[src/core/smi_pkg.sv]
package smi_pkg;

	////////////////////////////////////////////////////////////////////////////////
	// Register byte addresses on the AXI4-Lite bus.
	localparam logic [7:0] ADDR_DATA = 8'h00;
	localparam logic [7:0] ADDR_LOC = 8'h04;
	localparam logic [7:0] ADDR_CMD = 8'h08;
	localparam logic [7:0] ADDR_STATUS = 8'h0C;
	localparam logic [7:0] ADDR_CTRL = 8'h10;
	localparam logic [7:0] ADDR_FRAME = 8'h14;

	// Field positions.
	localparam int STATUS_BUSY_BIT = 0;
	localparam int CTRL_MODE_LSB = 0;
	localparam int CTRL_PCM_EN_BIT = 2;
	localparam int LOC_DIR_BIT = 7;

	// Values after reset.
	localparam logic [1:0] CTRL_MODE_RST = 2'h0;
	localparam logic CTRL_PCM_EN_RST = 1'b0;
	localparam logic [7:0] FRAME_DIV_RST = 8'h01;
	localparam logic [7:0] BYTE_RST = 8'h00;

	// Operation select codes.
	localparam logic [1:0] MODE_RESET = 2'h0;
	localparam logic [1:0] MODE_CM_INIT = 2'h2;
	localparam logic [1:0] MODE_NORMAL = 2'h3;

	// Command and memory codes.
	localparam logic [3:0] CMD_CM_WRITE_NIB = 4'h7;
	localparam logic [7:0] CMD_TS_RESET = 8'h68;
	localparam logic [3:0] CM_CODE_UNASSIGNED = 4'h0;
	localparam logic [3:0] TS_LOW_Z = 4'hF;

	// Memory sizes and operation lengths in reference-clock cycles.
	localparam int CM_DEPTH = 256;
	localparam int TS_DEPTH = 128;
	localparam logic [11:0] CM_RESET_REF = 12'h100;
	localparam logic [11:0] TS_RESET_REF = 12'h40B;
	// Single access lengths in reference-clock half cycles (2.5 and 4 cycles).
	localparam logic [11:0] SINGLE_FAST_HALF = 12'h005;
	localparam logic [11:0] SINGLE_NORM_HALF = 12'h008;

	// AXI responses.
	localparam logic [1:0] RESP_OKAY = 2'h0;
	localparam logic [1:0] RESP_SLVERR = 2'h2;

	typedef enum logic [3:0] {
		SMI_IDLE = 4'b0001,
		SMI_SINGLE = 4'b0010,
		SMI_CMRST = 4'b0100,
		SMI_TSRST = 4'b1000
	} smi_op_e;

endpackage : smi_pkg

[src/core/smi_mem_if.sv]
`timescale 1ns/1ps
`default_nettype none

// Write and read ports between the sequencer and the memory arrays.
interface smi_mem_if;
	logic cm_we;
	logic [7:0] cm_addr;
	logic [3:0] cm_wcode;
	logic [7:0] cm_wdata;
	logic [7:0] cm_raddr;
	logic [3:0] cm_rcode;
	logic [7:0] cm_rdata;
	logic ts_we;
	logic [6:0] ts_addr;
	logic [3:0] ts_wval;
	logic [6:0] ts_raddr;
	logic [3:0] ts_rval;

	modport ctrl (
		output cm_we, cm_addr, cm_wcode, cm_wdata, cm_raddr,
		output ts_we, ts_addr, ts_wval, ts_raddr,
		input cm_rcode, cm_rdata, ts_rval
	);
	modport store (
		input cm_we, cm_addr, cm_wcode, cm_wdata, cm_raddr,
		input ts_we, ts_addr, ts_wval, ts_raddr,
		output cm_rcode, cm_rdata, ts_rval
	);
endinterface : smi_mem_if

`default_nettype wire

[src/core/smi_top.sv]
`timescale 1ns/1ps
`default_nettype none

module smi_top
	import smi_pkg::*;
(
	input wire logic aclk,
	input wire logic aresetn,
	input wire logic [7:0] s_axi_awaddr,
	input wire logic [2:0] s_axi_awprot,
	input wire logic s_axi_awvalid,
	output logic s_axi_awready,
	input wire logic [31:0] s_axi_wdata,
	input wire logic [3:0] s_axi_wstrb,
	input wire logic s_axi_wvalid,
	output logic s_axi_wready,
	output logic [1:0] s_axi_bresp,
	output logic s_axi_bvalid,
	input wire logic s_axi_bready,
	input wire logic [7:0] s_axi_araddr,
	input wire logic [2:0] s_axi_arprot,
	input wire logic s_axi_arvalid,
	output logic s_axi_arready,
	output logic [31:0] s_axi_rdata,
	output logic [1:0] s_axi_rresp,
	output logic s_axi_rvalid,
	input wire logic s_axi_rready,
	input wire logic [6:0] pcm_slot,
	output logic pcm_slot_drive,
	input wire logic [7:0] cfi_slot,
	output logic [3:0] cfi_slot_code,
	output logic [7:0] cfi_slot_data,
	output logic reference_clock
);

	typedef struct packed {
		logic aw_full;
		logic [7:0] aw_addr;
		logic w_full;
		logic [31:0] w_data;
		logic [3:0] w_strb;
		logic bvalid;
		logic [1:0] bresp;
		logic rvalid;
		logic [31:0] rdata;
		logic [1:0] rresp;
		logic [7:0] access_data_byte;
		logic [7:0] access_location_byte;
		logic [7:0] access_command_byte;
		logic [1:0] operation_select_field;
		logic pcm_output_enable;
		logic [7:0] ref_div;
		logic [7:0] div_cnt;
		logic half_ph;
		logic access_busy_flag;
		smi_op_e op;
		logic [11:0] op_cnt;
		logic [7:0] idx;
		logic pcm_drive;
	} smi_state_s;

	smi_state_s s;
	smi_state_s next_s;
	smi_mem_if mem ();

	logic half_tick;
	logic ref_tick;
	logic wr_fire;
	logic [11:0] single_len;

	// Known register addresses; shared by the write and read decoders.
	function automatic logic smi_addr_ok(input logic [7:0] a);
		return a == ADDR_DATA || a == ADDR_LOC || a == ADDR_CMD ||
			a == ADDR_STATUS || a == ADDR_CTRL || a == ADDR_FRAME;
	endfunction : smi_addr_ok

	smi_mem u_mem (
		.aclk(aclk),
		.mem(mem)
	);

	////////////////////////////////////////////////////////////////////////////////
	// Reference clock: one half period every ref_div+1 bus clocks.
	assign half_tick = s.div_cnt == s.ref_div;
	assign ref_tick = half_tick && s.half_ph;
	assign wr_fire = s.aw_full && s.w_full && !s.bvalid;
	// The fast single access only applies in initialization mode.
	assign single_len = (s.operation_select_field == MODE_CM_INIT) ? SINGLE_FAST_HALF
		: SINGLE_NORM_HALF;

	// Bus handshakes are combinational; data outputs come from flops.
	assign s_axi_awready = !s.aw_full;
	assign s_axi_wready = !s.w_full;
	assign s_axi_bvalid = s.bvalid;
	assign s_axi_bresp = s.bresp;
	assign s_axi_arready = !s.rvalid;
	assign s_axi_rvalid = s.rvalid;
	assign s_axi_rdata = s.rdata;
	assign s_axi_rresp = s.rresp;
	assign reference_clock = s.half_ph;
	assign pcm_slot_drive = s.pcm_drive;
	assign cfi_slot_code = mem.cm_rcode;
	assign cfi_slot_data = mem.cm_rdata;

	////////////////////////////////////////////////////////////////////////////////
	// Next-state logic for bus slave, registers and operation sequencer.
	always_comb begin
		next_s = s;
		mem.cm_we = 1'b0;
		mem.cm_addr = s.access_location_byte;
		mem.cm_wcode = s.access_command_byte[3:0];
		mem.cm_wdata = s.access_data_byte;
		mem.cm_raddr = cfi_slot;
		mem.ts_we = 1'b0;
		mem.ts_addr = s.idx[6:0];
		mem.ts_wval = s.access_data_byte[3:0];
		mem.ts_raddr = pcm_slot;

		// Reference clock divider runs freely.
		next_s.div_cnt = half_tick ? 8'h00 : s.div_cnt + 8'h01;
		if (half_tick) begin
			next_s.half_ph = !s.half_ph;
		end

		// Write address and data are taken in either order.
		if (s_axi_awvalid && !s.aw_full) begin
			next_s.aw_full = 1'b1;
			next_s.aw_addr = s_axi_awaddr;
		end
		if (s_axi_wvalid && !s.w_full) begin
			next_s.w_full = 1'b1;
			next_s.w_data = s_axi_wdata;
			next_s.w_strb = s_axi_wstrb;
		end
		if (s.bvalid && s_axi_bready) begin
			next_s.bvalid = 1'b0;
		end

		// A write completes once both halves are held and no response is pending.
		if (wr_fire) begin
			next_s.aw_full = 1'b0;
			next_s.w_full = 1'b0;
			next_s.bvalid = 1'b1;
			next_s.bresp = smi_addr_ok(s.aw_addr) ? RESP_OKAY : RESP_SLVERR;
			if (s.w_strb[0]) begin
				case (s.aw_addr)
					ADDR_DATA: begin
						next_s.access_data_byte = s.w_data[7:0];
					end
					ADDR_LOC: begin
						next_s.access_location_byte = s.w_data[7:0];
					end
					ADDR_CTRL: begin
						next_s.operation_select_field = s.w_data[CTRL_MODE_LSB +: 2];
						next_s.pcm_output_enable = s.w_data[CTRL_PCM_EN_BIT];
					end
					ADDR_FRAME: begin
						// Taken whatever the operation mode is.
						next_s.ref_div = s.w_data[7:0];
						next_s.div_cnt = 8'h00;
					end
					ADDR_CMD: begin
						// A command while busy is dropped; software must poll first.
						if (s.op == SMI_IDLE) begin
							next_s.access_command_byte = s.w_data[7:0];
							next_s.op_cnt = 12'h000;
							next_s.idx = 8'h00;
							if (s.w_data[7:4] == CMD_CM_WRITE_NIB) begin
								// Code 0 in reset mode clears the whole memory.
								if (s.operation_select_field == MODE_RESET &&
									s.w_data[3:0] == CM_CODE_UNASSIGNED) begin
									next_s.op = SMI_CMRST;
								end else begin
									next_s.op = SMI_SINGLE;
								end
								next_s.access_busy_flag = 1'b1;
							end else if (s.w_data[7:0] == CMD_TS_RESET &&
								s.operation_select_field == MODE_NORMAL) begin
								next_s.op = SMI_TSRST;
								next_s.access_busy_flag = 1'b1;
							end
						end
					end
					default: begin
					end
				endcase
			end
		end

		// Reads answer one cycle after the address is taken.
		if (s.rvalid && s_axi_rready) begin
			next_s.rvalid = 1'b0;
		end
		if (s_axi_arvalid && !s.rvalid) begin
			next_s.rvalid = 1'b1;
			next_s.rresp = smi_addr_ok(s_axi_araddr) ? RESP_OKAY : RESP_SLVERR;
			next_s.rdata = 32'h00000000;
			case (s_axi_araddr)
				ADDR_DATA: next_s.rdata[7:0] = s.access_data_byte;
				ADDR_LOC: next_s.rdata[7:0] = s.access_location_byte;
				ADDR_CMD: next_s.rdata[7:0] = s.access_command_byte;
				ADDR_STATUS: next_s.rdata[STATUS_BUSY_BIT] = s.access_busy_flag;
				ADDR_CTRL: begin
					next_s.rdata[CTRL_MODE_LSB +: 2] = s.operation_select_field;
					next_s.rdata[CTRL_PCM_EN_BIT] = s.pcm_output_enable;
				end
				ADDR_FRAME: next_s.rdata[7:0] = s.ref_div;
				default: begin
				end
			endcase
		end

		// Operation sequencer, paced by the reference clock.
		case (s.op)
			SMI_IDLE: begin
			end
			SMI_SINGLE: begin
				// The location is written at the end of the access time.
				if (half_tick) begin
					next_s.op_cnt = s.op_cnt + 12'h001;
					if (s.op_cnt == single_len - 12'h001) begin
						// Low nibble is the stored code; the data byte goes alongside.
						mem.cm_we = 1'b1;
						next_s.op = SMI_IDLE;
						next_s.access_busy_flag = 1'b0;
					end
				end
			end
			SMI_CMRST: begin
				// One location per reference cycle, so the full sweep takes the whole count.
				if (ref_tick) begin
					mem.cm_we = 1'b1;
					mem.cm_addr = s.idx;
					mem.cm_wcode = CM_CODE_UNASSIGNED;
					next_s.idx = s.idx + 8'h01;
					next_s.op_cnt = s.op_cnt + 12'h001;
					if (s.op_cnt == CM_RESET_REF - 12'h001) begin
						next_s.op = SMI_IDLE;
						next_s.access_busy_flag = 1'b0;
					end
				end
			end
			SMI_TSRST: begin
				// Locations fill early; busy holds for the full documented time.
				if (ref_tick) begin
					if (!s.idx[7]) begin
						mem.ts_we = 1'b1;
						next_s.idx = s.idx + 8'h01;
					end
					next_s.op_cnt = s.op_cnt + 12'h001;
					if (s.op_cnt == TS_RESET_REF - 12'h001) begin
						next_s.op = SMI_IDLE;
						next_s.access_busy_flag = 1'b0;
					end
				end
			end
			default: begin
				next_s.op = SMI_IDLE;
				next_s.access_busy_flag = 1'b0;
			end
		endcase

		// Slot driven only when output is enabled and its tristate value is all ones.
		next_s.pcm_drive = s.pcm_output_enable && mem.ts_rval == TS_LOW_Z;
	end

	////////////////////////////////////////////////////////////////////////////////
	// State register.
	always_ff @(posedge aclk) begin
		if (!aresetn) begin
			s <= '0;
			s.access_data_byte <= BYTE_RST;
			s.access_location_byte <= BYTE_RST;
			s.access_command_byte <= BYTE_RST;
			s.operation_select_field <= CTRL_MODE_RST;
			s.pcm_output_enable <= CTRL_PCM_EN_RST;
			s.ref_div <= FRAME_DIV_RST;
			s.op <= SMI_IDLE;
		end else begin
			s <= next_s;
		end
	end

	////////////////////////////////////////////////////////////////////////////////
	// Helper for checks: reference cycles seen during the current operation.
	logic [11:0] hlp_refs;
	smi_op_e hlp_last;
	always_ff @(posedge aclk) begin
		if (!aresetn) begin
			hlp_refs <= 12'h000;
			hlp_last <= SMI_IDLE;
		end else if (s.op == SMI_IDLE) begin
			hlp_refs <= 12'h000;
		end else begin
			hlp_last <= s.op;
			if (ref_tick) begin
				hlp_refs <= hlp_refs + 12'h001;
			end
		end
	end
endmodule : smi_top

`default_nettype wire

[src/core/smi_mem.sv]
`timescale 1ns/1ps
`default_nettype none

module smi_mem
	import smi_pkg::*;
(
	input wire logic aclk,
	smi_mem_if.store mem
);

	// The arrays deliberately have no reset: contents survive a reset and are cleared by command.
	logic [11:0] cm_array [CM_DEPTH];
	logic [3:0] ts_array [TS_DEPTH];

	////////////////////////////////////////////////////////////////////////////////
	// Synchronous write, registered read for both arrays.
	always_ff @(posedge aclk) begin
		if (mem.cm_we) begin
			cm_array[mem.cm_addr] <= {mem.cm_wcode, mem.cm_wdata};
		end
		if (mem.ts_we) begin
			ts_array[mem.ts_addr] <= mem.ts_wval;
		end
		{mem.cm_rcode, mem.cm_rdata} <= cm_array[mem.cm_raddr];
		mem.ts_rval <= ts_array[mem.ts_raddr];
	end

endmodule : smi_mem

`default_nettype wire

[config.mk]
export PLATFORM = sky130hd
export DESIGN_NAME = smi_top
export DESIGN_NICKNAME = d
export VERILOG_FILES = /design/src/core/smi_pkg.sv /design/src/core/smi_mem_if.sv /design/src/core/smi_top.sv /design/src/core/smi_mem.sv
export SDC_FILE = /design/constraint.sdc
export NUM_CORES = 2
export LEC_CHECK = 0
export ABC_AREA = 0
export ABC_CLOCK_PERIOD_IN_PS = 10050
export BUFFER_PORTS_ARGS = -buffer_cell sky130_fd_sc_hd__buf_2
export CAP_MARGIN = 20
export CORE_UTILIZATION = 50
export DETAILED_ROUTE_END_ITERATION = 12
export GPL_TIMING_DRIVEN = 1
export PLACE_DENSITY = 0.65
export SYNTH_ARGS = -nofsm -noshare
export SYNTH_HDL_FRONTEND = slang
export SYNTH_SLANG_ARGS = --single-unit
[constraint.sdc]
create_clock -name aclk -period 10.05 [get_ports aclk]
set_input_delay 0.5025 -clock aclk [delete_from_list [all_inputs] [get_ports aclk]]
set_output_delay 0.5025 -clock aclk [all_outputs]
set_load 0.005 [all_outputs]
Yosys cells after proc, flatten, opt, wreduce, memory -nomap -nowiden
Memories as Yosys holds them, arrays and structs flattened. A register that Yosys moved wholly into a read port is not among the register bits. Cells that the tools add are included.

Mux-type cells: 46. Bitwise operators: 1. Equality and inequality tests: 23. $add $sub $neg: 4. Reductions and logical operators: 38.

Operators by type and width (count): $mux 25 (6); $mux 8 (7); $pmux 5 s4 (2); $pmux 12 s3 (1); $mux 35 (1); $eq 8x4->1 const B (4); $eq 8x5->1 const B (4); $mux 5 (5); $mux 17 (1); $add 8x1->8 const B (2); $eq 8x3->1 const B (2); $logic_not 8->1 (2); $pmux 8 s2 (1); $add 12x1->12 const B (1); $eq 12x11->1 const B (1); $eq 12x12->1 (1); $eq 12x8->1 const B (1); $mux 1 (12); $mux 4 (3); $reduce_and 3->1 (4); $logic_and 1x1->1 (11); $logic_or 1x1->1 (10); $pmux 2 s5 (1); $eq 4x3->1 const B (2); other kinds (18) (27).

Input bits: 80. Register bits: 103. Output and inout bits: 55. Memories: 2. Word-level logic and storage cells: 137. Bits in writable memories: 3584.

Memories: u_mem.cm_array (depth 256, bits a word 12, rd ports 1, clocked after memory_dff 1, write ports 1, RTL line smi_mem.sv:12) `logic [11:0] cm_array [CM_DEPTH];`; u_mem.ts_array (depth 128, bits a word 4, rd ports 1, clocked after memory_dff 1, write ports 1, RTL line smi_mem.sv:13) `logic [3:0] ts_array [TS_DEPTH];`.

Logic depth before layout (Yosys ltp)
Word-level depth: 11. Gate-level depth with buffers: 12. Mapped depth without buffers: 8.

Cells and area by module
A second synthesis with hierarchy kept.

Cells, all modules: 6904. Area total of the unflattened synthesis: 143442.6 µm².

Modules (own cells, without submodules): smi_mem (cells an instance 6312, times used 1, seq. area each 107943.5 µm², area an instance 138341.4 µm²); smi_top (cells an instance 592, times used 1, seq. area each 2021.9 µm², area an instance 5101.1 µm²).

Least setup slack after synthesis
Ideal clock, no wire load.

Kind: flip-flop to flip-flop. Start: reg s[23] in the netlist's numbering. End: mem u_mem.cm_array[0][10] (data pin). Path slack: 1.227 ns. Buffers on the path: 3. Clock period less this slack: 8.823 ns. Data required time: 8.591 ns. Library setup time: 1.459 ns. Cell stages (with the launch flop): 8. Data arrival time: 7.364 ns. Cells stage by stage: dfxtp_1 buf_2 nor4b_4 nand2_1 nor3_4 buf_4 buf_4 nor2b_1.

Longest elaborated chain between the ends: 2.

Ends and longest elaborated chain: start: declaration (RTL line smi_top.sv:62) `smi_state_s s;`; start signal: assignment (RTL line smi_top.sv:280) `s <= next_s;`; $eq 4x3->1 (RTL line smi_top.sv:214) `case (s.op)`; $mux 4 (RTL line smi_top.sv:214); net mem.cm_wcode[2] (RTL line smi_mem_if.sv:8) `logic [3:0] cm_wcode;`; end: declaration (RTL line smi_mem.sv:12).

The timed path passes the listed nets, and every way through them passes these cells.

Final worst setup path
Start: reg s[27] in the netlist's numbering. End: mem u_mem.cm_array[111][9], enable pin.

Longest elaborated chain between the ends: 6. Elaborated cells between the ends (all ways): 9. Those cells by class: eq/ne: 1; mux: 7; reduce/logical: 1.

Ends and longest elaborated chain: $eq 8x8->1 * (RTL line smi_top.sv:84) `assign half_tick = s.div_cnt == s.ref_div;`; $logic_and 1x1->1 (RTL line smi_top.sv:85) `assign ref_tick = half_tick && s.half_ph;`; $mux 1 (RTL line smi_top.sv:231) `if (ref_tick) begin`; $pmux 1 s2 (RTL line smi_top.sv:214); $mux 1 (RTL line smi_mem.sv:18) `if (mem.cm_we) begin`; $mux 1 (implied by the code) (RTL line smi_mem.sv:19) `cm_array[mem.cm_addr] <= {mem.cm_wcode, mem.cm_wdata};`.

Every way passes the cells marked *; elsewhere a longest branch is shown, timed or not.

==> flow_summary_export.csv <==
group,metric,value,unit
synth,netlist_top_cells_count,"edfxtp_1 (3584), mux4_2 (747), mux2i_1 (496)",
synth,synth_area_leaders,"edfxtp_1 (74%), mux4_2 (12%), mux2i_1 (3.4%), dfxtp_1 (1.6%), o221ai_1 (1.1%)",
die,start_util,0.503,
worst_setup_path,worstPathRequired,10.58,ns
worst_setup_path,cp-start-kind,"register",
synth,synthArstFlopShare,0,
die,fp.coreArea,289000,sq um
worst_hold_path,min-delay-start,"s_axi_araddr[2]",
placement,dp_cells,10900,
die,die_area,293000,sq um
die,dieWidth,541,um
placement,hpwl,206000,um
synth,synth_top_area_share,0.741,
synth,ys_ff_latch,3701,
pwr,total_power,31.7,mW
route,via_count,72900,
timing,setup_viol,0,
cts,cts_buffers,371,
timing,worst_pin_slew,1.25,ns
synth,synth_cell_types,84,
placement,portBuffers,75,
run,cap_violations,0,
worst_setup_path,setup.worst_path.class,"reg2reg",
route,wl_per_cell,30.3,um
timing,finalHoldViolCount,0,
pwr,p_clk_frac,0.434,
pwr,power.density,192,nW/um^2
timing,fmax,226,MHz
route,wl,355000,um
timing,worst_slack,5.62,ns
pwr,power_leakage,52.9,nW
synth,yosysWarnings,0,
route,ant_nets,0,
synth,syn_area,145000,sq um
status,outcome,"finished clean",
cts,clock_latency,0.96,ns
global_route,grt_max_degree,193,
die,ios,135,
synth,syn_avg_cell_area,20.3,sq um
synth,netlist_instances,7171,
route,drt-initial-drc-count,8228,
pwr,combPwrFrac,0.038,
cts,clkSinkCount,3701,
worst_setup_path,arrival,4.95,ns
global_route,grt_pass1_vias,72700,
timing,clock_skew,0.0856,ns
route,dr.pass1.iters,6,
timing,finalCritPeriodShare,0.440,
die,rows,197,
pwr,power.switching,6.63,mW
cts,cts.path.max_buffers,4,
route,drc,0,
timing,slew_headroom,0.167,
pwr,vdd_drop_max,0.170,mV
synth,ys_seq_area_frac,0.757,
global_route,grt_use_total,0.241,
timing,maxSlewViolCount,0,
global_route,grt_pass1_wl,514000,um
synth,synth-main-ff-cell,"edfxtp_1",
die,die_h,541,um
placement,pre_cts_slack,4.95,ns
pwr,switching_share,0.209,
synth,synth-edff-count,3584,
pwr,seqPwrFrac,0.528,
cts,root_buffer,"clkbuf_16",
worst_setup_path,timing.rr.start,"s[27]",
worst_hold_path,hp-class,"in2reg",
timing,min_period,4.43,ns
cts,clk_pin_slew,0.06,ns
synth,synth_most_common_cell,"edfxtp_1",
global_route,antenna_found_initial,10,
cells_and_area,drive_gt1_frac,0.260,
worst_setup_path,crit_start,"s[27]",
pwr,intPower,25.0,mW
cts,htree_levels,5,
global_route,overflow,0,
cells_and_area,multi_input_area,33400,sq um
worst_setup_path,crit_path_max_fanout,33,
cells_and_area,regArea,110000,sq um
timing,rsz0062_at_grt,"no",
timing,finalSetupTns,0,ns
cells_and_area,fin_cells,11700,
cts,cts_tree,"done",
worst_setup_path,end_kind,"register",
route,via_per_inst,6.22,
cells_and_area,nFillCells,21000,
placement,gp_congestion,0.839,
synth,yosys.area.top_type,"edfxtp_1",
cells_and_area,areaGrowthSynthToFinish,13.3,%
cells_and_area,nets,7629,
[worst max-delay path: stages, from the launching register on]
cell	delay, ns
dfxtp_1	0.43
xnor2_1	0.16
nand4_2	0.23
nor2_2	0.43
nand3_2	0.41
nor3b_1	0.51
a31oi_4	0.04
buf_4	0.31
buf_4	0.46
nor3_2	0.96
[per-stage QoR]
| step | instance area [sq um] | util | hold slack, ns |
|---|---|---|---|
| 3_5_place_dp | 151000 | 0.523 | 0.480 |
| 4_1_cts | 163000 | 0.566 | 0.0795 |
| 5_1_grt | 165000 | 0.570 | 0.145 |
| 6_report | 165000 | 0.570 | 0.145 |
| 3_3_place_gp | 150000 | 0.521 | 0.467 |
| 2_1_floorplan | 145000 | - | 0.410 |
[power by group through the flow]
stage	Sequential, mW	Combinational (mW)	Clock [mW]
6_report	16.7	1.22	13.7
5_1_grt	16.7	1.28	14.5
4_1_cts	16.7	1.22	13.9
3_5_place_dp	17.0	1.21	0
3_3_place_gp	17.0	1.20	0
2_1_floorplan	17.0	0.813	0
[registers in the layout, summed over array words and instances, names as in the netlist, 4 cells and up]
signal              count
s_axi_rdata             8
u_mem.cm_array       3072
u_mem.mem.cm_rdata      8
u_mem.mem.ts_rval       4
mem.ts_addr             7
s                      72
mem.cm_wdata            8
u_mem.mem.cm_rcode      4
u_mem.ts_array        512
[area by class of cell]
| class | instances | area share |
|---|---|---|
| clock buffer | 439 | 0.0590 |
| multi-input combinational | 2998 | 0.203 |
| antenna | 3 | 0.0000456 |
| inverter | 19 | 0.000456 |
| clock inverter | 229 | 0.0146 |
| sequential | 3701 | 0.668 |
| timing repair buffer | 454 | 0.0252 |
| tap | 3880 | 0.0295 |
[kinds of logic after synthesis]
kind of cell,count (synthesis),synth area share
buf+inv,497,0.0184
xor+xnor,17,0.00102
flops,3701,0.757
other cells,1,0.0000258
simple gates,986,0.0375
fa+ha+maj,4,0.000344
mux,1267,0.152
compound gates,698,0.0342
[routing by layer]
| metal | GRT usage | wire, um | share of wire | vias up |
|---|---|---|---|---|
| li1 | - | - | - | 30600 |
| met1 | 0.341 | 143000 | 0.40 | 38500 |
| met2 | 0.385 | 172000 | 0.48 | 3252 |
| met3 | 0.0407 | 29000 | 0.082 | 513 |
| met4 | 0.0781 | 11400 | 0.032 | 2 |
| met5 | 0 | 13 | 0.000037 | - |
[what timing repair did]
action,4_1_cts,5_1_grt
endpoints found under the setup margin,0,0
endpoints found under the hold margin,35,0
gates resized for setup,0,0
hold buffers,32,0
buffers inserted,0,0
[worst paths after layout]
check                                         endpoint  slack (ns)  cells after the start
worst min-delay path                    s_axi_rdata[0]        0.15                      4
worst max register to register  u_mem.cm_array[111][9]        5.62                      9
worst max-delay path            u_mem.cm_array[111][9]        5.62                      9
worst min register to register                  s[108]        0.48                      2
[layout by cell type, fill, tap and decap left out, types with 13 or more instances in the layout]
cell type	Yosys	final
dfxtp_1	117	109
nand2_4	16	17
o221ai_1	179	179
clkinv_1	1	66
buf_6	26	121
buf_2	108	69
nor3_2	112	207
and2_1	21	21
a22o_1	13	13
clkbuf_8	0	17
a22oi_1	38	38
clkbuf_1	184	54
and3_1	14	14
inv_1	16	15
edfxtp_1	3584	3584
nor2_1	321	318
nor4_1	28	27
o21ai_0	44	44
nor2b_1	41	35
buf_12	0	18
mux2_2	24	24
dlygate4sd3_1	0	32
mux4_2	747	747
nand3_1	45	45
nand2_1	121	120
buf_4	128	201
clkinv_2	0	87
o22ai_1	100	100
a211oi_1	61	61
conb_1	1	26
a21oi_1	164	164
nor3_1	181	86
bufinv_16	0	36
mux2i_1	496	496
clkbuf_16	0	374
Power figures use the tool's default switching activity.
